### src/iepc_pkg.sv
package iepc_pkg;

  // ***************************************************************
  // Register map
  // ***************************************************************
  localparam logic [7:0] IEPC_EN_ADDR    = 8'hA8;
  localparam logic [7:0] IEPC_PRIH_ADDR  = 8'hB7;
  localparam logic [7:0] IEPC_PRIL_ADDR  = 8'hB8;
  localparam logic [7:0] IEPC_STAT_ADDR  = 8'hC1;
  localparam logic [7:0] IEPC_MASK_ADDR  = 8'hC2;
  localparam logic [7:0] IEPC_ISVC_ADDR  = 8'hC3;

  // ***************************************************************
  // Reset values and field layout
  // ***************************************************************
  localparam logic [7:0] IEPC_EN_RST     = 8'h00;
  localparam logic [6:0] IEPC_PRI_RST    = 7'h00;
  localparam logic [6:0] IEPC_STAT_RST   = 7'h00;
  localparam logic [6:0] IEPC_MASK_RST   = 7'h00;
  localparam logic [3:0] IEPC_ISVC_RST   = 4'h0;
  localparam int         IEPC_GATE_BIT   = 7;
  localparam int         IEPC_NSRC       = 7;
  localparam logic [7:0] IEPC_BYTE_MASK  = 8'hF8;

  // Source index, equal to the polling position (0 polls first)
  localparam logic [2:0] IEPC_SRC_EXT_A  = 3'h0;
  localparam logic [2:0] IEPC_SRC_TMR_A  = 3'h1;
  localparam logic [2:0] IEPC_SRC_EXT_B  = 3'h2;
  localparam logic [2:0] IEPC_SRC_TMR_B  = 3'h3;
  localparam logic [2:0] IEPC_SRC_PWU_A  = 3'h4;
  localparam logic [2:0] IEPC_SRC_PWU_B  = 3'h5;
  localparam logic [2:0] IEPC_SRC_CONV   = 3'h6;

  // ***************************************************************
  // Vector layout
  // ***************************************************************
  localparam logic [15:0] IEPC_VEC_BASE  = 16'h0003;
  localparam int          IEPC_VEC_SHIFT = 3;

  typedef logic [1:0] iepc_level_t;

endpackage

### src/iepc_ctrl.sv
// Local design decision: the address-and-strobe port.
`timescale 1ns/1ps
`default_nettype none
module iepc_ctrl
  import iepc_pkg::*;
(
  // Clock and reset
  input  wire logic        clk_in,
  input  wire logic        rst_b_in,
  // Byte register port
  input  wire logic [7:0]  addr_in,
  input  wire logic [7:0]  wdata_in,
  input  wire logic        wr_in,
  input  wire logic        rd_in,
  output logic      [7:0]  rdata_out,
  // Bit register port
  input  wire logic [7:0]  bit_addr_in,
  input  wire logic        bit_wdata_in,
  input  wire logic        bit_wr_in,
  input  wire logic        bit_rd_in,
  output logic             bit_rdata_out,
  // Raw request pulses from peripherals, index is polling position
  input  wire logic [6:0]  src_event_in,
  // Core service handshake
  input  wire logic        core_ack_in,
  input  wire logic        core_reti_in,
  output logic             core_req_out,
  output logic      [2:0]  core_idx_out,
  output logic      [15:0] core_vec_out,
  output var iepc_pkg::iepc_level_t core_level_out,
  // Summary interrupt
  output logic             irq_out
);
  import iepc_pkg::*;

  // ***************************************************************
  // State
  // ***************************************************************
  logic [7:0]  irq_enable_reg;
  logic [6:0]  irq_priority_low_reg;
  logic [6:0]  irq_priority_high_reg;
  logic [6:0]  stat_reg;
  logic [6:0]  mask_reg;
  logic [3:0]  isvc_reg;
  logic        req_reg;
  logic [2:0]  idx_reg;
  iepc_level_t lvl_reg;
  logic [7:0]  rdata_reg;
  logic        bit_rdata_reg;
  logic [15:0] vec_reg;

  // ***************************************************************
  // Byte decode
  // ***************************************************************
  wire         sel_en    = (addr_in == IEPC_EN_ADDR);
  wire         sel_prih  = (addr_in == IEPC_PRIH_ADDR);
  wire         sel_pril  = (addr_in == IEPC_PRIL_ADDR);
  wire         sel_stat  = (addr_in == IEPC_STAT_ADDR);
  wire         sel_mask  = (addr_in == IEPC_MASK_ADDR);
  wire         sel_isvc  = (addr_in == IEPC_ISVC_ADDR);

  // ***************************************************************
  // Bit decode: high priority register sits off the 8-aligned grid
  // ***************************************************************
  wire [7:0]   bit_byte  = bit_addr_in & IEPC_BYTE_MASK;
  wire [2:0]   bit_pos   = bit_addr_in[2:0];
  wire         bsel_en   = (bit_byte == IEPC_EN_ADDR);
  wire         bsel_pril = (bit_byte == IEPC_PRIL_ADDR);

  // ***************************************************************
  // Register next values
  // ***************************************************************
  logic [7:0]  irq_enable_next;
  logic [6:0]  irq_priority_low_next;
  logic [6:0]  irq_priority_high_next;

  always_comb
  begin
    irq_enable_next        = irq_enable_reg;
    irq_priority_low_next  = irq_priority_low_reg;
    irq_priority_high_next = irq_priority_high_reg;
    if (wr_in && sel_en)
      irq_enable_next = wdata_in;
    if (wr_in && sel_pril)
      irq_priority_low_next = wdata_in[6:0];
    if (wr_in && sel_prih)
      irq_priority_high_next = wdata_in[6:0];
    if (bit_wr_in && bsel_en)
      irq_enable_next[bit_pos] = bit_wdata_in;
    // Bit 7 is not stored, so a stray set of it is harmless
    if (bit_wr_in && bsel_pril && (bit_pos != 3'h7))
      irq_priority_low_next[bit_pos] = bit_wdata_in;
  end

  // ***************************************************************
  // Event status: set wins over any clear in the same cycle
  // ***************************************************************
  wire [6:0]   w1c_clr  = (wr_in && sel_stat) ? wdata_in[6:0] : 7'h00;
  wire [7:0]   bit_onehot_idx = 8'h01 << idx_reg;
  // The core acks only a standing request; the ack clears the shown source
  wire [6:0]   ack_clr  = core_ack_in ? 7'(bit_onehot_idx) : 7'h00;
  wire [6:0]   stat_next = (stat_reg & ~(w1c_clr | ack_clr)) | src_event_in;

  // ***************************************************************
  // Gating and arbitration
  // ***************************************************************
  wire         gate_on  = irq_enable_reg[IEPC_GATE_BIT];
  // Bits 6..0 line up with the polling index of each source
  wire [6:0]   src_en   = irq_enable_reg[6:0];
  wire [6:0]   eligible = gate_on ? (stat_reg & src_en) : 7'h00;

  logic        win_found;
  logic [2:0]  win_idx;
  iepc_level_t win_lvl;
  iepc_level_t src_lvl;

  always_comb
  begin
    src_lvl   = 2'h0;
    win_found = 1'b0;
    win_idx   = 3'h0;
    win_lvl   = 2'h0;
    // Descending scan with >= lets the earlier source win a tie
    for (int i = IEPC_NSRC - 1; i >= 0; i--)
    begin
      src_lvl = {irq_priority_high_reg[i], irq_priority_low_reg[i]};
      if (eligible[i] && (!win_found || (src_lvl >= win_lvl)))
      begin
        win_found = 1'b1;
        win_idx   = 3'(i);
        win_lvl   = src_lvl;
      end
    end
  end

  // ***************************************************************
  // Preemption
  // ***************************************************************
  // Highest level now in service; level 3 in service blocks everything
  logic        busy_any;
  iepc_level_t busy_lvl;

  always_comb
  begin
    busy_any = |isvc_reg;
    busy_lvl = 2'h0;
    for (int l = 0; l < 4; l++)
    begin
      if (isvc_reg[l])
        busy_lvl = 2'(l);
    end
  end

  wire         preempt_ok = !busy_any || (win_lvl > busy_lvl);
  wire         req_next   = win_found && preempt_ok;

  // ***************************************************************
  // In-service stack of levels
  // ***************************************************************
  logic [3:0]  isvc_top;

  always_comb
  begin
    isvc_top = 4'h0;
    for (int l = 0; l < 4; l++)
    begin
      if (isvc_reg[l])
        isvc_top = 4'h1 << l;
    end
  end

  // One bit per level suffices, since a level never preempts itself
  wire [3:0]   isvc_set  = core_ack_in ? (4'h1 << lvl_reg) : 4'h0;
  wire [3:0]   isvc_clr  = core_reti_in ? isvc_top : 4'h0;
  wire [3:0]   isvc_next = (isvc_reg & ~isvc_clr) | isvc_set;

  // ***************************************************************
  // Read path
  // ***************************************************************
  logic [7:0]  rd_mux;

  always_comb
  begin
    rd_mux = 8'h00;
    if (sel_en)
      rd_mux = irq_enable_reg;
    else if (sel_pril)
      rd_mux = {1'b0, irq_priority_low_reg};
    else if (sel_prih)
      rd_mux = {1'b0, irq_priority_high_reg};
    else if (sel_stat)
      rd_mux = {1'b0, stat_reg};
    else if (sel_mask)
      rd_mux = {1'b0, mask_reg};
    else if (sel_isvc)
      rd_mux = {4'h0, isvc_reg};
  end

  wire [7:0]   pril_full  = {1'b0, irq_priority_low_reg};
  wire         rd_pril_bit = pril_full[bit_pos];
  // Bit reads of any other byte return zero, so probing is harmless
  wire         bit_rd_mux = bsel_en   ? irq_enable_reg[bit_pos] :
                            bsel_pril ? rd_pril_bit : 1'b0;

  // ***************************************************************
  // Flip-flops
  // ***************************************************************
  always_ff @(posedge clk_in or negedge rst_b_in)
  begin
    if (!rst_b_in)
    begin
      irq_enable_reg        <= IEPC_EN_RST;
      irq_priority_low_reg  <= IEPC_PRI_RST;
      irq_priority_high_reg <= IEPC_PRI_RST;
      stat_reg              <= IEPC_STAT_RST;
      mask_reg              <= IEPC_MASK_RST;
      isvc_reg              <= IEPC_ISVC_RST;
    end
    else
    begin
      irq_enable_reg        <= irq_enable_next;
      irq_priority_low_reg  <= irq_priority_low_next;
      irq_priority_high_reg <= irq_priority_high_next;
      stat_reg              <= stat_next;
      if (wr_in && sel_mask)
        mask_reg <= wdata_in[6:0];
      isvc_reg              <= isvc_next;
    end
  end

  // ***************************************************************
  // Winner register
  // ***************************************************************
  // Winner is registered so index, vector and level stay coherent
  always_ff @(posedge clk_in or negedge rst_b_in)
  begin
    if (!rst_b_in)
    begin
      req_reg <= 1'b0;
      idx_reg <= 3'h0;
      lvl_reg <= 2'h0;
      vec_reg <= IEPC_VEC_BASE;
    end
    else
    begin
      // The acked source is withdrawn at once, not one cycle late
      req_reg <= req_next && !core_ack_in;
      idx_reg <= win_idx;
      lvl_reg <= win_lvl;
      vec_reg <= IEPC_VEC_BASE + {10'h000, win_idx, 3'h0};
    end
  end

  // ***************************************************************
  // Read data registers
  // ***************************************************************
  always_ff @(posedge clk_in or negedge rst_b_in)
  begin
    if (!rst_b_in)
    begin
      rdata_reg     <= 8'h00;
      bit_rdata_reg <= 1'b0;
    end
    else
    begin
      rdata_reg     <= rd_in ? rd_mux : 8'h00;
      bit_rdata_reg <= bit_rd_in ? bit_rd_mux : 1'b0;
    end
  end

  // ***************************************************************
  // Outputs
  // ***************************************************************
  assign rdata_out      = rdata_reg;
  assign bit_rdata_out  = bit_rdata_reg;
  assign core_req_out   = req_reg;
  assign core_idx_out   = idx_reg;
  assign core_vec_out   = vec_reg;
  assign core_level_out = lvl_reg;
  // Independent of the gate, so software can poll events with interrupts off
  assign irq_out        = |(stat_reg & mask_reg);

endmodule
`default_nettype wire

### config.mk
export PLATFORM = sky130hd
export DESIGN_NAME = iepc_ctrl
export DESIGN_NICKNAME = d
export VERILOG_FILES = /design/src/iepc_pkg.sv /design/src/iepc_ctrl.sv
export SDC_FILE = /design/constraint.sdc
export NUM_CORES = 1
export LEC_CHECK = 0
export ABC_AREA = 1
export BUFFER_PORTS_ARGS = -buffer_cell sky130_fd_sc_hd__buf_2
export CAP_MARGIN = 20
export CORE_ASPECT_RATIO = 1.75
export CORE_UTILIZATION = 50
export DETAILED_ROUTE_END_ITERATION = 16
export PLACE_DENSITY = 0.83
export SLEW_MARGIN = 20
export SYNTH_ARGS = -nofsm -noshare
export SYNTH_HDL_FRONTEND = slang
export SYNTH_SLANG_ARGS = --single-unit
### constraint.sdc
create_clock -name clk_in -period 6.3 [get_ports clk_in]
set_input_delay 1.26 -clock clk_in [delete_from_list [all_inputs] [get_ports clk_in]]
set_output_delay 1.26 -clock clk_in [all_outputs]
set_load 0.03 [all_outputs]
==> qor.csv <==
stage,metric,value,unit
run_status,status,"complete, but fails checks",
run_status,failing checks,setup timing,
setup_path,critical path class,reg2reg,
logic_synthesis,post-synthesis average cell area,7.167,sq um
detailed_routing,WL/cell,19.70,microns
floorplanning,Site Rows,41,
logic_synthesis,Mapped Area,0.003770,sq mm
logic_synthesis,top-area cell type share of the netlist area,0.3651,
placed_design,PortBufs,58,
finish,Multi-input gate area,0.002280,sq mm
global_route,largest net degree at the start of global routing,56,
placed_design,hpwl dp,9.079,mm
worst_hold_path,Hold Crit Class,reg2reg,
logic_synthesis,Synth Instances,526,
setup_path,Reg-to-Reg End,core_req_out,
setup_path,CP arrival,6.81,ns
finish,ratio of cells with drive above 1 in the final layout,0.2908,
clock_tree,CTS sink cnt,55,
logic_synthesis,Async SR Flop Fraction,1.000,
timing,fmax,152.1,MHz
worst_hold_path,launch point of the worst hold path,mask_reg[5],
timing,Tmin final,6.576,ns
global_route,first-pass GRT wire length,18.73,mm
logic_synthesis,Most used DFF post-synth,dfrtp_1,
clock_tree,cts bufs inserted,5,
detailed_routing,DRT Pass-1 Iters,5,
setup_path,R2R Setup Slk,-0.28,ns
logic_synthesis,Synth Register Bits,55,
finish,# diodes,0,
timing,post-route setup slack,-0.2761,ns
setup_path,CP max FO,4,
timing,Worst Tran Pin Value,1.007,ns
detailed_routing,First DRT Iteration DRCs,468,
floorplanning,IO Pins,72,
detailed_routing,DR DRC count,0,
clock_tree,H-tree depth,2,
floorplanning,Initial Utilization,0.5212,
logic_synthesis,number of synthesized flops with an enable pin,0,
placed_design,Area after DPL,0.004179,sq mm
finish,Sequential Area,0.001378,sq mm
placed_design,RD Place Congestion,0.9726,
worst_hold_path,sink of the worst hold path,mask_reg[5],
setup_path,worst stage delay on the critical path,0.42,ns
timing,final setup fails,1,
finish,final net count,672,
setup_path,R2R Path Start,stat_reg[6],
finish,synthesis-to-finish area growth,29.31,%
power_and_ir_drop,Pwr Total,1.536,mW
logic_synthesis,Synth area leader,dfrtp_1,
timing,RSZ-0062 raised after global routing,true,
setup_path,crit path launch type,flop,
detailed_routing,"antenna viol nets, final",0,
global_route,initial antenna violation count,0,
setup_path,CP max-delay cell,dfrtp_1,
floorplanning,Die Ht,116.9,microns
global_route,gr usage total,0.3260,
finish,Layout fillers,578,
worst_hold_path,hold depth,2,
global_route,vias in the first global route,4018,
power_and_ir_drop,Lkg Pwr,2.568,nW
timing,Worst slew margin,0.3235,
detailed_routing,WL final,13.89,mm
logic_synthesis,Netlist cell types,41,
timing,"Hold Violations, Final",0,
detailed_routing,vias per cell,5.919,
power_and_ir_drop,Max VDD drop,0.1439,mV
timing,final setup skew,0.005047,ns
setup_path,crit-path most repeated cell,nand2_2,
power_and_ir_drop,Power Density,315.0,mW/mm^2
timing,"Slew Viols, Final",0,
logic_synthesis,"top cells by area, synth","dfrtp_1 37%, nand2_1 12%, inv_1 9.4%",
clock_tree,clk buf depth,2,
logic_synthesis,register area share after synthesis,0.3651,
logic_synthesis,Synth Warn #,0,
job,Max-Cap Viols,0,
setup_path,"Req. time, crit path",6.53,ns
floorplanning,width of the chip,67.64,microns
global_route,grt ovf,0,
floorplanning,Die Footprint,0.007905,sq mm
clock_tree,Worst-path clk slew,0.07,ns
finish,Final Cell Area,0.004875,sq mm
clock_tree,"Clk Latency, worst-skew pair",0.30,ns
clock_tree,hold-fix buffers at CTS,0,
timing,setup TNS,-0.2761,ns
clock_tree,clock root buffer,clkbuf_16,
clock_tree,CTS tree,yes,
detailed_routing,Vias,4173,
timing,final period utilization,1.044,
floorplanning,core area,0.007233,sq mm
setup_path,Reg2Reg Depth,50,
setup_path,Worst Setup End Kind,flop,
==> power by group <==
part	total [mW]	switching, mW	internal, mW
combinational	0.788	0.483	0.306
sequential	0.454	0.0534	0.401
clock	0.293	0.133	0.160
==> cells by family (layout without fill, tap and decap cells) <==
group	Yosys count	in the layout	share of synthesized area
simple gates	226	226	0.2768
buf+inv	119	201	0.1364
compound gates	110	110	0.1733
flops	55	55	0.3651
fa+ha+maj	14	14	0.04647
other cells	2	13	0.001992
==> through the flow <==
step | util | setup slack, ns | hold slack, ns | std cells
floorplan | - | 0.08237 | 0.4523 | 537
global placement | 0.5778 | -0.03121 | 0.4671 | 676
detailed placement | 0.5778 | -0.3715 | 0.4856 | 676
CTS | 0.6321 | 0.004620 | 0.5023 | 703
global route | 0.6739 | -0.6998 | 0.5266 | 705
finish | 0.6739 | -0.2761 | 0.5010 | 705
==> cells in the final DEF, fill, tap and decap left out, types with 4 or more instances in the layout <==
master / count
o22ai_1: 23
nand3_1: 25
nand3_4: 7
buf_6: 4
o21ai_2: 6
inv_4: 6
a21oi_1: 11
o21ai_0: 40
nand2_2: 15
o21ai_1: 9
buf_2: 58
conb_1: 13
nor2_1: 36
nand4_1: 5
clkbuf_16: 5
nor3_1: 8
ha_4: 9
buf_4: 31
nand2_1: 95
nand2_4: 12
nand3_2: 7
dfrtp_1: 54
o21bai_1: 6
ha_1: 5
inv_2: 6
inv_1: 87
==> area by class of cell <==
type,count,share of cell area
Sequential cell,55,0.2826
Tap cell,86,0.02207
Timing Repair Buffer,93,0.1165
Clock inverter,1,0.001797
Multi-Input combinational cell,363,0.4677
Clock buffer,7,0.02926
Inverter,100,0.08008
==> timing repair <==
action / CTS / global route
resized for setup: 37 / 55
buffers inserted: 19 / 5
pin swaps: 23 / 40
setup endpoints to repair: 1 / 3
gates cloned: 0 / 0
==> critical path: cells and delay by family (launching register included) <==
kind / cells / cell delay, ns
simple gates: 27 / 2.75
fa+ha+maj: 7 / 1.71
compound gates: 8 / 1.06
buf+inv: 8 / 0.56
flops: 1 / 0.42
==> routing by layer <==
metal	routed length, microns	share of wire	vias to the layer above	global-route usage
met4	1068	0.077	0	0.2553
met3	1050	0.076	77	0.04360
met2	7150	0.51	284	0.5802
met1	4617	0.33	1923	0.3278
li1	-	-	1889	-
met5	0	0	-	0
==> how the worst max path moves through the flow <==
| stage | from | to | slack (ns) | depth (start not counted) |
|---|---|---|---|---|
| finish | stat_reg[6] | core_req_out | -0.28 | 50 |
| global route | stat_reg[6] | core_req_out | -0.70 | 51 |
| CTS | irq_enable_reg[7] | core_req_out | 0.005 | 51 |
| detailed placement | irq_enable_reg[7] | core_req_out | -0.37 | 52 |
| global placement | irq_enable_reg[7] | core_req_out | -0.03 | 51 |
| floorplan | irq_enable_reg[7] | core_req_out | 0.08 | 52 |
==> synthesized netlist by cell type, types with 5 or more instances <==
cell / n
o21bai_1: 6
nor2_1: 37
nand2_1: 116
o21ai_1: 7
nand2_2: 6
nand3_1: 35
inv_1: 94
buf_4: 16
nor3_1: 8
ha_1: 14
dfrtp_1: 55
o21ai_0: 47
a21oi_1: 11
o22ai_1: 23
nand4_1: 5
(Power assumes the default switching activity.)
